<file path="src/rtl/sfbs_pkg.sv">
// Package for the status flags and bank select block
package sfbs_pkg;
    localparam logic [7:0] STAT_ADDR_B0 = 8'h03;
    localparam logic [7:0] STAT_ADDR_B1 = 8'h83;
    localparam logic [6:0] STAT_OFFSET = 7'h03;
    localparam int BANK_BYTES = 128;
    localparam int BIT_IRP = 7;
    localparam int BIT_RPH = 6;
    localparam int BIT_RPL = 5;
    localparam int BIT_TO = 4;
    localparam int BIT_PD = 3;
    localparam int BIT_Z = 2;
    localparam int BIT_DC = 1;
    localparam int BIT_C = 0;
    localparam logic [7:0] STAT_RESET = 8'h18;
    localparam logic [7:0] RO_MASK = 8'h18;
    localparam logic [7:0] FLAG_MASK = 8'h07;

    typedef enum logic [2:0] {
        SFBS_OP_NONE = 3'h0,
        SFBS_OP_ADD = 3'h1,
        SFBS_OP_SUB = 3'h3,
        SFBS_OP_LOGIC = 3'h2,
        SFBS_OP_RLF = 3'h6,
        SFBS_OP_RRF = 3'h7
    } sfbs_op_t;

    typedef struct packed {
        sfbs_op_t op;
        logic [7:0] a;
        logic [7:0] b;
        logic [7:0] logic_res;
    } sfbs_alu_req_t;

    typedef struct packed {
        logic [7:0] result;
        logic z;
        logic dc;
        logic c;
        logic upd_z;
        logic upd_c;
        logic upd_dc;
    } sfbs_alu_res_t;
endpackage

</file>
<file path="src/rtl/sfbs_status.sv">
// Core status register with flags, reset cause and bank select
//
// Chosen here: the plain strobed port.
`timescale 1ns/10ps
module sfbs_status (
    input wire logic sys_clk,
    input wire logic rst,
    input wire logic [7:0] reg_addr,
    input wire logic [7:0] reg_wdata,
    input wire logic reg_wr,
    input wire logic reg_rd,
    output logic [7:0] reg_rdata,
    input wire logic [6:0] dir_offset,
    output logic [7:0] dir_addr,
    output logic dir_is_status,
    input wire logic alu_valid,
    input wire sfbs_pkg::sfbs_alu_req_t alu_req,
    output logic [7:0] alu_result,
    input wire logic wdt_timeout,
    input wire logic wdt_clear,
    input wire logic sleep_exec,
    output logic [7:0] status_out
);
    logic [7:0] stat_q;
    logic [7:0] stat_d;
    logic [7:0] rdata_q;
    logic [7:0] rdata_d;
    logic [7:0] res_q;
    logic [7:0] res_d;
    sfbs_pkg::sfbs_alu_res_t fres;
    logic wr_hit;
    logic rd_hit;

    function automatic logic is_status_addr(input logic [7:0] a);
        return (a == sfbs_pkg::STAT_ADDR_B0) || (a == sfbs_pkg::STAT_ADDR_B1);
    endfunction

    sfbs_flag_unit u_flags (
        .req(alu_req),
        .carry_in(stat_q[sfbs_pkg::BIT_C]),
        .res(fres)
    );

    assign dir_addr = {stat_q[sfbs_pkg::BIT_RPL], dir_offset};
    assign dir_is_status = is_status_addr(dir_addr);

    assign wr_hit = reg_wr && is_status_addr(reg_addr);
    assign rd_hit = reg_rd && is_status_addr(reg_addr);

    always_comb begin
        stat_d = stat_q;
        res_d = res_q;
        rdata_d = 8'h00;
        if (wr_hit) begin
            stat_d = (stat_q & sfbs_pkg::RO_MASK) |
                     (reg_wdata & ~sfbs_pkg::RO_MASK);
        end
        if (alu_valid) begin
            res_d = fres.result;
            if (fres.upd_z) begin
                stat_d[sfbs_pkg::BIT_Z] = fres.z;
            end
            if (fres.upd_dc) begin
                stat_d[sfbs_pkg::BIT_DC] = fres.dc;
            end
            if (fres.upd_c) begin
                stat_d[sfbs_pkg::BIT_C] = fres.c;
            end
        end
        if (wdt_clear) begin
            stat_d[sfbs_pkg::BIT_TO] = 1'b1;
            stat_d[sfbs_pkg::BIT_PD] = 1'b1;
        end
        if (sleep_exec) begin
            stat_d[sfbs_pkg::BIT_TO] = 1'b1;
            stat_d[sfbs_pkg::BIT_PD] = 1'b0;
        end
        // Time-out is the event, so it wins over a clear in the same cycle
        if (wdt_timeout) begin
            stat_d[sfbs_pkg::BIT_TO] = 1'b0;
        end
        if (rd_hit) begin
            rdata_d = stat_q;
        end
    end

    always_ff @(posedge sys_clk or posedge rst) begin
        if (rst) begin
            stat_q <= sfbs_pkg::STAT_RESET;
            rdata_q <= 8'h00;
            res_q <= 8'h00;
        end else begin
            stat_q <= stat_d;
            rdata_q <= rdata_d;
            res_q <= res_d;
        end
    end

    assign reg_rdata = rdata_q;
    assign alu_result = res_q;
    assign status_out = stat_q;
endmodule

</file>
<file path="src/rtl/sfbs_flag_unit.sv">
// Flag generation for add, subtract, logic and rotate results
`timescale 1ns/10ps
module sfbs_flag_unit (
    input wire sfbs_pkg::sfbs_alu_req_t req,
    input wire logic carry_in,
    output sfbs_pkg::sfbs_alu_res_t res
);
    logic [8:0] sum9;
    logic [4:0] sum5;

    always_comb begin
        sum9 = 9'h000;
        sum5 = 5'h00;
        res = '0;
        unique case (req.op)
            sfbs_pkg::SFBS_OP_ADD: begin
                // carry from bit 3 and 7
                sum9 = {1'b0, req.a} + {1'b0, req.b};
                sum5 = {1'b0, req.a[3:0]} + {1'b0, req.b[3:0]};
                res.result = sum9[7:0];
                res.c = sum9[8];
                res.dc = sum5[4];
                res.upd_z = 1'b1;
                res.upd_c = 1'b1;
                res.upd_dc = 1'b1;
            end
            sfbs_pkg::SFBS_OP_SUB: begin
                sum9 = {1'b0, req.a} + {1'b0, ~req.b} + 9'h001;
                sum5 = {1'b0, req.a[3:0]} + {1'b0, ~req.b[3:0]} + 5'h01;
                res.result = sum9[7:0];
                res.c = sum9[8];
                res.dc = sum5[4];
                res.upd_z = 1'b1;
                res.upd_c = 1'b1;
                res.upd_dc = 1'b1;
            end
            sfbs_pkg::SFBS_OP_LOGIC: begin
                res.result = req.logic_res;
                res.upd_z = 1'b1;
            end
            sfbs_pkg::SFBS_OP_RLF: begin
                res.result = {req.a[6:0], carry_in};
                res.c = req.a[7];
                res.upd_c = 1'b1;
            end
            sfbs_pkg::SFBS_OP_RRF: begin
                res.result = {carry_in, req.a[7:1]};
                res.c = req.a[0];
                res.upd_c = 1'b1;
            end
            default: begin
                res.result = req.a;
            end
        endcase
        res.z = (res.result == 8'h00);
    end
endmodule

</file>
<file path="config.mk">
export PLATFORM = sky130hd
export DESIGN_NAME = sfbs_status
export DESIGN_NICKNAME = d
export VERILOG_FILES = /design/src/rtl/sfbs_pkg.sv /design/src/rtl/sfbs_status.sv /design/src/rtl/sfbs_flag_unit.sv
export SDC_FILE = /design/constraint.sdc
export NUM_CORES = 1
export LEC_CHECK = 0
export BUFFER_PORTS_ARGS = -buffer_cell sky130_fd_sc_hd__buf_4
export CORE_ASPECT_RATIO = 0.5
export CORE_MARGIN = 2
export CORE_UTILIZATION = 31
export DETAILED_ROUTE_END_ITERATION = 6
export GPL_TIMING_DRIVEN = 0
export PLACE_DENSITY_LB_ADDON = 0.15
export REMOVE_ABC_BUFFERS = 1
export SYNTH_ARGS = -nofsm -noshare
export SYNTH_HDL_FRONTEND = slang
export SYNTH_SLANG_ARGS = --single-unit
</file>
<file path="constraint.sdc">
create_clock -name sys_clk -period 2 [get_ports sys_clk]
set_clock_uncertainty 0.2 [all_clocks]
set_input_delay 0.4 -clock sys_clk [delete_from_list [all_inputs] [get_ports sys_clk]]
set_output_delay 0.4 -clock sys_clk [all_outputs]
set_load 0.01 [all_outputs]
</file>
# [Yosys cells after proc, flatten, opt, wreduce, memory -nomap -nowiden]
# Cells that the tools add are included.
[totals] ff_bits=24 input_bits=58 output_inout_bits=33 word_cells=49
[classes] addsub=6 n_eq_ne=9 n_mux=15 bitwise=3 reduce_logical=10
[ops] operator="$pmux 8 s5" n=1
[ops] operator="$add 8x8->9" n=2
[ops] operator="$eq 8x2->1 const B" n=2
[ops] operator="$eq 8x8->1 const B" n=2
[ops] operator="$add 4x4->5" n=2
[ops] operator="$add 9x1->9 const B" n=1
[ops] operator="$logic_not 8->1" n=1
[ops] operator="$mux 8" n=1
[ops] operator="$not 8->8" n=1
[ops] operator="$or 5x8->8" n=1
[ops] operator="$mux 1" n=7
[ops] operator="$eq 3x2->1 const B" n=2
[ops] operator="$eq 3x3->1 const B" n=2
[ops] operator="$add 5x1->5 const B" n=1
[ops] operator="$mux 5" n=1
[ops] operator="$mux 2" n=2
[ops] operator="$not 4->4" n=1
[ops] operator="$pmux 1 s4" n=1
[ops] operator="$reduce_bool 4->1" n=1
[ops] operator="$reduce_or 4->1" n=1
[ops] operator="$eq 3x1->1 const B" n=1
[ops] operator="$mux 3" n=1
[ops] operator="$reduce_bool 3->1" n=1
[ops] operator="$reduce_or 3->1" n=1
[ops] operator="4 further kinds" n=6

# [Depth between registers and ports, before layout]
# Gate-level depths: netlist of run 1.
[logic_depth] ltp_word=7 depth_mapped=10 depth_no_buf=10

# [By module]
# From an unflattened synthesis of run 1, not the netlist that was laid out.
[hier_totals] cells_unflattened=259 hier_area_um2=2228.4
[by_module_without_submodules] mod="sfbs_flag_unit" n_inst=1 cells_each=180 area_per_inst_um2=1194.9 seq_area_each_um2=0.0
[by_module_without_submodules] mod="sfbs_status" n_inst=1 cells_each=79 area_per_inst_um2=1033.5 seq_area_each_um2=603.1

# [Worst setup path before layout of run 1]
# Ideal clock, no wire load.
[synth_timing] kind="input to register" start="in alu_req[16] (netlist name)" end="reg stat_q[2] (netlist: status_out[2])" setup_time_ps=92 arrival_ps=2192 t_required_ps=1708 setup_slack_ps=-483 cell_stages=9 path_buffers=0 path_cell_list="inv_1 ha_1 fa_1 inv_1 mux4_2 a21oi_1 nor3b_1 nand4b_1 o31ai_2"
[synth_between] elab_chain_cells=6 word_cells_on_any_way=7 classes_between="add/sub (3); mux (3); reduce/logical (1)"
[synth_rtl] item="start: declaration" line="sfbs_status.sv:17" text="input wire sfbs_pkg::sfbs_alu_req_t alu_req,"
[synth_rtl] item="$add 8x8->9" line="sfbs_flag_unit.sv:28" text="sum9 = {1'b0, req.a} + {1'b0, ~req.b} + 9'h001;"
[synth_rtl] item="$add 9x1->9" line="sfbs_flag_unit.sv:28"
[synth_rtl] item="$pmux 8 s5 (*)" line="sfbs_flag_unit.sv:15" text="unique case (req.op)"
[synth_rtl] item="$logic_not 8->1 (*)" line="sfbs_flag_unit.sv:55" text="res.z = (res.result == 8'h00);"
[synth_rtl] item="$mux 1 (*)" line="sfbs_status.sv:60" text="if (fres.upd_z) begin"
[synth_rtl] item="$mux 3 (*)" line="sfbs_status.sv:58" text="if (alu_valid) begin"
[synth_rtl] item="net stat_d[2]" line="sfbs_status.sv:25" text="logic [7:0] stat_d;"
[synth_rtl] item="end signal: assignment" line="sfbs_status.sv:89" text="stat_q <= sfbs_pkg::STAT_RESET;"
[synth_rtl] item="end signal: assignment" line="sfbs_status.sv:93" text="stat_q <= stat_d;"
[synth_rtl] item="end: declaration" line="sfbs_status.sv:24" text="logic [7:0] stat_q;"
# The timed path passes the listed nets; every way through them passes the cells marked *.
# A chain may end at the register's enable or synchronous reset.

# [Worst setup path in the final report of run 1]
# Same ends and word-level chain as after synthesis.

==> results.md, run 1 <==
Die:
- The die width is 124 µm.
- The starting density of the core is 32.8%.
- The die outline height is 64.2 µm.
- The total die area is 7970 µm².
- The region available for standard cell placement spans 6830 µm².
- The count of boundary I/O pins is 91.
- The site row count is 21.

STA:
- The worst pin sits at a relative slew slack of 39.7%.
- Setup violations remaining at the end of the flow were counted as 7.
- Timing would allow up to 431 MHz.
- The max-slew violation count is 0.
- Setup slack on the critical path of the routed design comes to -322 ps.
- Setup repair after global routing could not meet its margin everywhere.
- At the pin with the least slew margin, the transition time is 903 ps.
- The number of hold violations in the final report is 0.
- The post-route minimum period is 2320 ps.
- In the finished design, the share of the clock period the worst path needs comes to 116%.

Routing:
- The average routed wire per standard cell is 15.1 µm.
- The final route contains 2,195 vias.
- After detailed routing, the number of vias per cell comes to 5.10.
- After detailed routing, the total wire length is 6490 µm.
- The number of DRC violations after detailed-routing iteration 0 is 113.
- For this run, the detailed router's first-pass iteration total came to 5.
- The detail route stage leaves a number of antenna-violating nets equal to 0.
- The count of unresolved DRC violations after routing is 0.

Yosys:
- Sequential elements use 26.9% of the synthesized area.
- Counting flops and latches in the post-synthesis netlist gives 24.
- After synthesis the cells add up to 2240 µm².
- Counting flops with an async set or reset pin after synthesis yields a share of 100%.
- The mean instance size in the synthesized netlist is 8.90 µm².
- In this run, synthesis inferred 0 flip-flops with an integrated enable.
- Synthesis instantiated 59 different standard cells from the library.
- The total of warnings raised by yosys is 0.
- Synthesis handed over a netlist of 252 instances.
- The most instantiated flip-flop cell in the synthesis netlist is sky130_fd_sc_hd__dfrtp_1.

Worst setup path:
- STA classifies the critical path endpoint as a flop.
- The delay of the slowest cell on the worst path is 480 ps.
- STA classifies the critical path startpoint as an input pin.
- The kind of critical path is input pin to flop.
- The critical path goes through buf_8 > inv_6 > ha_4 > fa_1 > inv_1 > mux4_2 > a21oi_4 > nor3b_2 > nand4b_1 > o31ai_2.
- The critical path buffer and inverter count is 3.
- The worst flop-to-flop path startpoint is status_out[0].
- The kind of cell with the highest combined delay along the critical path is adder cells.
- The required time of the worst setup path is 1970 ps.
- In this run the critical register-to-register path is captured at status_out[2].
- For the worst flop-to-flop path, the logic depth is 6.
- The register-to-register setup slack is 80 ps.
- The data arrival at the endpoint of the critical path is 2300 ps.
- In this run the worst setup path terminates at status_out[2].
- The critical path runs through a total of 10 cells.
- Among all stages on the critical path, the largest delay is contributed by sky130_fd_sc_hd__mux4_2.
- The first element of the critical path is alu_req[16].
- The critical-path maximum fanout is 3.

Finish:
- The number of antenna diodes in the final layout is 0.
- The layout has 649 filler cells.
- The share of post-route cells with drive strength above 1 is 54.1%.
- The final core utilization is 49.2%.
- In the final design database the tool counted 416 nets.
- The area growth from synthesis to layout is 49.7%.
- With fillers left out, the area of the finished cells amounts to 3360 µm².

Clock tree:
- Counting along the longest clock path gives a buffer depth of 2.
- The clock tree from TritonCTS is done.
- Clock-pin slew was measured on the worst setup and hold paths at 60 ps.
- Buffers inserted during clock tree synthesis total 3.
- Hold repair after CTS inserted 0 buffers.
- CTS built an H-tree with a depth of 1.
- The number of sinks handled by clock tree synthesis is 24.
- CTS placed an instance of sky130_fd_sc_hd__clkbuf_16 at the clock tree root.
- The worst-skew pair later-pin latency is 260 ps.

Power:
- The leakage component of the power is 1.56 nW.
- Of the total power, the clock network draws 30.7%.
- For this design the ratio of total power to cell area is 549 nW/µm².
- Combinational cells account for 38.8% of the total power.
- The internal power is 0.00130 W.
- Summing internal, switching and leakage power gives 0.00184 W.
- The maximum ir drop on the vdd rail is 0.433 mV.
- The switching portion of total power is 29.7%.
- The power dissipated by switching net loads is 0.000548 W.
- The sequential group share of total power is 30.4%.

Placement:
- The congestion estimate from routability-driven global placement came to 0.811.
- At the placement stage, the worst setup path has a slack of -882 ps.
- The number of I/O port buffers is 87.
- The wire-length estimate of the detail-placed layout is 4710 µm.
- The total placed instance area is 2830 µm².

GRT:
- The via count of the first global-routing pass is 2,254.
- Global routing used 16.2% of the available tracks across all layers.
- The total grt overflow is 0.
- The initial antenna violation count came to 0.
- Entering global routing, the biggest net connects 27 pins.
- The first global-routing pass estimated 10,800 µm of wire.

Status:
- The run finished, with violations left.
- The checks that failed: negative setup slack.

Worst hold path:
- The path type of the worst min-delay path is input pin to flop.

Job:
- Across the run, the number of max-cap violations was 0.
-- worst min-delay path by stage --
stage | startpoint | to | cells past startpoint
detailed placement | status_out[3] | status_out[3] | 2
CTS | wdt_timeout | status_out[4] | 2
finish | wdt_timeout | status_out[4] | 2
global placement | status_out[3] | status_out[3] | 2
floorplan | rst | alu_result[0] | 1
global route | wdt_timeout | status_out[4] | 2
-- what timing repair did --
action / in CTS / in global routing
buffers inserted: 11 / 7
gates resized for setup: 49 / 23
setup endpoints to repair: 10 / 10
pin swaps: 21 / 17
-- power groups by stage --
stage                     Clock (W)  Sequential, W  Combinational, W
after global placement            0       0.000567          0.000557
after detailed placement          0       0.000570          0.000564
after CTS                  0.000578       0.000562          0.000654
final                      0.000566       0.000562          0.000716
after global routing       0.000602       0.000567          0.000781
after floorplan                   0       0.000584          0.000270
-- area by class of cell --
| type | count | area [µm²] | area share, % |
|---|---|---|---|
| Multi-Input combinational cell | 187 | 1640 | 48.7 |
| Timing Repair Buffer | 105 | 822 | 24.5 |
| Sequential cell | 24 | 603 | 18.0 |
| Tap cell | 92 | 115 | 3.43 |
| Inverter | 18 | 78.8 | 2.35 |
| Clock buffer | 3 | 75.1 | 2.23 |
| Clock inverter | 1 | 30.0 | 0.894 |
-- stage by stage --
step	cells	hold WS (ps)	TNS, ps
after detailed placement	408	286	-6150
after floorplan	229	213	-1880
final	430	51.2	-1210
after global routing	430	49.7	-1730
after CTS	423	48.6	-1120
after global placement	408	284	-6160
-- synthesized netlist by cell type, drive strengths merged, types with 3 or more instances --
cell type   n  area, µm²
or4         3       26.3
nor2       25       93.8
o211ai      5       37.5
mux2        9        105
nand2      11       51.3
nor3b       3       32.5
nor2b       6       37.5
nor3        8       51.3
mux2i       5       50.1
o21ai      20        100
xnor2       3       26.3
buf        17        125
a21oi      17       85.1
clkbuf      6       52.6
and3        8       60.1
nand2b      7       43.8
o31ai       4       35.0
a211oi      3       32.5
inv        18       67.6
ha         17        213
dfrtp      22        551
-- per-layer routing --
| metal | vias to the layer above | track usage (%) | share of wire (%) |
|---|---|---|---|
| li1 | 1069 | - | - |
| met1 | 1032 | 21.8 | 44 |
| met2 | 92 | 28.4 | 49 |
| met3 | 2 | 2.09 | 6.5 |
| met4 | 0 | 3.37 | 0.26 |
| met5 | - | 0 | 0 |
-- sequential cells by signal, summed over array words and instances, names as in the netlist --
name,flops
alu_result,8
status_out,8
reg_rdata,8
-- cell usage in the layout (no fill, tap or decap), drive strengths merged, types with 2 or more instances in the layout --
cell type    n
dfstp        2
nor3         8
xnor2        3
nand2       11
and3         8
o22ai        2
ha          17
mux2i        5
o21ai       20
a211oi       3
or3          2
a31oi        2
nand2b       7
nor2b        6
nor4         2
o31ai        4
buf        105
o211ai       5
clkbuf       3
inv         17
a221oi       2
mux2         9
dfrtp       22
a221o        2
fa           2
a21oi       17
a22oi        2
nor2        25
or4          3
nor3b        3
-- cell families after synthesis --
logic type / after synthesis / synth area share [%]
and+or+nand+nor: 80 / 20.6
AOI/OAI and AO/OA: 69 / 20.9
muxes: 15 / 7.92
DFF: 24 / 26.9
buffers and inverters: 41 / 10.9
xor gates and xnor gates: 4 / 1.56
adders and majority gates: 19 / 11.3
(Power assumes the default switching activity.)
==> run 2: changes to the inputs <==
==> constraint.sdc (replaced) <==
create_clock -name sys_clk -period 2.2 [get_ports sys_clk]
set_clock_uncertainty 0.2 [all_clocks]
set_input_delay 0.44 -clock sys_clk [delete_from_list [all_inputs] [get_ports sys_clk]]
set_output_delay 0.44 -clock sys_clk [all_outputs]
set_load 0.01 [all_outputs]
==> results.md, run 2 (synthesis results as in run 1) <==
STA:
- The post-route minimum period is 2360 ps.
- The max-slew violation count came to 0 (unchanged).
- The number of hold violations in the final report is 0 (unchanged).
- The total negative setup slack is -417 ps (+789 ps).
- Setup repair after global routing could not meet its margin everywhere.
- The top achievable clock speed is 423 MHz.
- The number of setup violations in the final report came to 3 (-4).
- The final critical path takes up 107% of the cycle.
- The worst-case setup margin in the final layout is -163 ps (+159 ps).
- The remaining max-slew budget at the tightest pin is 39.9% (+0.13 points).
- The worst-margin pin slew is 901 ps (-2.01 ps).

Routing:
- The total number of vias is 2,175 (-0.91%).
- The count of unresolved DRC violations after routing is 0 (unchanged).
- The average routed wire per standard cell is 14.8 µm (-2.0%).
- The via-per-instance ratio is 5.09 (-0.21%).
- The number of DRC violations after detailed-routing iteration 0 is 88 (-22%).
- The routed wire length is 6320 µm (-2.6%).
- The count of nets left with antenna violations after detail routing was 0 (unchanged).
- The number of iterations in the first detailed-routing pass is 4 (-1).

GRT:
- The via count of the first global-routing pass came to 2,249 (-0.22%).
- The all-layer global routing usage was 16.3% (+0.037 points).
- The total grt overflow is 0 (unchanged).
- The initial antenna violation count was 0 (unchanged).
- The largest net degree at the start of global routing is 27 (unchanged).
- The global-route wire length before repair is 10,900 µm (+0.31%).

Job:
- The number of violations of the max-capacitance limit is 0 (unchanged).

Placement:
- The pre-CTS setup slack is -722 ps (+160 ps).
- The HPWL after detailed placement came to 4710 µm (unchanged).
- The cell count after placement came to 408 (unchanged).
- The number of I/O port buffers came to 87 (unchanged).
- The final weighted congestion in routability-driven placement came to 0.811 (unchanged).

Clock tree:
- The clock tree from TritonCTS is done.
- The number of H-tree levels came to 1 (unchanged).
- The number of sinks handled by clock tree synthesis is 24 (unchanged).
- The CTS root buffer is sky130_fd_sc_hd__clkbuf_16.
- The register clock-pin slew on the reported worst setup and hold paths is 60 ps (about the same).
- The number of buffers inserted during clock tree synthesis came to 3 (unchanged).
- The maximum clock path buffer count is 2 (unchanged).
- The number of hold-repair buffers added at the cts stage is 0 (unchanged).
- The worst-skew pair later-pin latency was 260 ps (about the same).

Finish:
- The most common library cell in the layout ignoring fill and taps is sky130_fd_sc_hd__buf_4.
- The share of post-route cells with drive strength above 1 was 50.7% (-3.4 points).
- In the layout the commonest cells are sky130_fd_sc_hd__buf_4 (96), sky130_fd_sc_hd__nor2_1 (24), sky130_fd_sc_hd__dfrtp_1 (22).
- The footprint of the multi-input gates is 1580 µm² (-3.5%).
- The antenna cell count came to 0 (unchanged).
- Relative to the synthesized area, the layout overhead comes to 46.0%.
- The area taken by flip-flops and latches is 603 µm² (unchanged).
- The total of fill cells in the finished design was 660 (+1.7%).
- The number of standard cells in the layout, taps in and fillers out is 427 (-0.70%).
- The number of nets at the end of the flow came to 413 (-0.72%).

Worst setup path:
- The critical path buffer and inverter count is 3 (unchanged).
- The kind of critical path is input pin to flop.
- The worst flop-to-flop path startpoint is status_out[0].
- The critical path starts at alu_req[16].
- The data arrival at the endpoint of the critical path is 2340 ps (+40 ps).
- The launching element type of the critical path is an input pin.
- The delay of the slowest cell on the worst path came to 480 ps (about the same).
- The nature of the critical path endpoint is a flop.
- The critical path goes through buf_8 > inv_6 > ha_4 > fa_1 > inv_1 > mux4_2 > a21oi_4 > nor3b_2 > nand4b_1 > o31ai_2.
- The required time of the worst setup path came to 2170 ps (+200 ps).
- The critical-path maximum fanout is 3 (unchanged).
- Broken down by cell family, the worst path's largest delay share belongs to adder cells.
- The critical path's slowest cell is sky130_fd_sc_hd__mux4_2.

Power:
- The total power per unit cell area is 504 nW/µm² (-8.2%).
- The total power consumption of the routed design is 0.00165 W (-11%).
- The maximum ir drop on the vdd rail came to 0.391 mV (-9.6%).
- The leakage component of the power is 1.53 nW (-2.3%).

Status:
- The flow ran to the end, but the final reports show violations.
- The checks that failed: negative setup slack.

Die:
- The total die area was 7970 µm² (unchanged).
- The count of boundary I/O pins was 91 (unchanged).
- The die width was 124 µm (unchanged).
- The site row count is 21 (unchanged).
- The core box area is 6830 µm² (unchanged).
- The starting density of the core is 32.8% (unchanged).
- The die outline height is 64.2 µm (unchanged).

Worst hold path:
- The path class of the tightest hold or removal check is input pin to flop.
- The start point of the worst min-delay path is wdt_timeout.
-- run 2: cell types whose count changed in the layout (fill, tap and decap cells not counted), moves of 2 or more --
cell,previous run,this run
sky130_fd_sc_hd__a21oi_1,11,13
sky130_fd_sc_hd__o21ai_0,11,13
sky130_fd_sc_hd__o21ai_2,6,3
sky130_fd_sc_hd__buf_4,98,96
-- run 2: layout make-up --
cell class                 count  area share (%)
timing repair buffer         102            24.2
multi-input combinational    187            48.2
clock inverter                 1           0.917
tap                           92            3.52
clock buffer                   3            2.29
inverter                      18            2.48
sequential                    24            18.4
-- run 2: timing repair --
item                       CTS  global route
setup endpoints to repair    6             7
hold endpoints to repair     0             0
setup buffers               10             5
gates cloned                 0             0
pin swaps                   19            16
resized for setup           43            14
-- run 2: worst reg2reg max path: stages, from the launching register on --
cell and delay [ps]:
sky130_fd_sc_hd__dfrtp_1 440, sky130_fd_sc_hd__mux2_2 290, sky130_fd_sc_hd__a221oi_2 310, sky130_fd_sc_hd__nand2b_1 110, sky130_fd_sc_hd__nor3b_2 170, sky130_fd_sc_hd__nand4b_1 130, sky130_fd_sc_hd__o31ai_2 180
-- run 2: final timing paths --
kind	endpoint	slack, ps	depth (start not counted)
max	status_out[2]	-160	10
min	status_out[4]	90	2
max reg2reg	status_out[2]	280	6
min reg2reg	status_out[3]	290	2
max in group asynchronous	alu_result[3]	1060	2
min in group asynchronous	reg_rdata[7]	180	2
-- run 2: through the flow --
stage	cell area [µm²]	util, %	hold WS [ps]
4_1_cts	3180	46.6	88.6
5_1_grt	3270	47.9	89.7
2_1_floorplan	2070	-	253
6_report	3270	47.9	89.7
3_5_place_dp	2830	41.5	286
3_3_place_gp	2830	41.5	284
-- run 2: per-layer routing --
| layer | GRT usage (%) | vias up | part of all wire, % |
|---|---|---|---|
| met5 | 0 | - | 0 |
| met4 | 3.09 | 0 | 0.33 |
| met3 | 2.09 | 3 | 6.2 |
| met2 | 28.6 | 94 | 48 |
| met1 | 21.9 | 1016 | 46 |
| li1 | - | 1062 | - |
-- run 2: where the power goes --
| part | internal [W] | switching [W] | total [W] | leakage [nW] |
|---|---|---|---|---|
| Combinational | 0.000320 | 0.000303 | 0.000623 | 1.17 |
| Sequential | 0.000482 | 0.0000282 | 0.000510 | 0.303 |
| Clock | 0.000362 | 0.000155 | 0.000516 | 0.0511 |
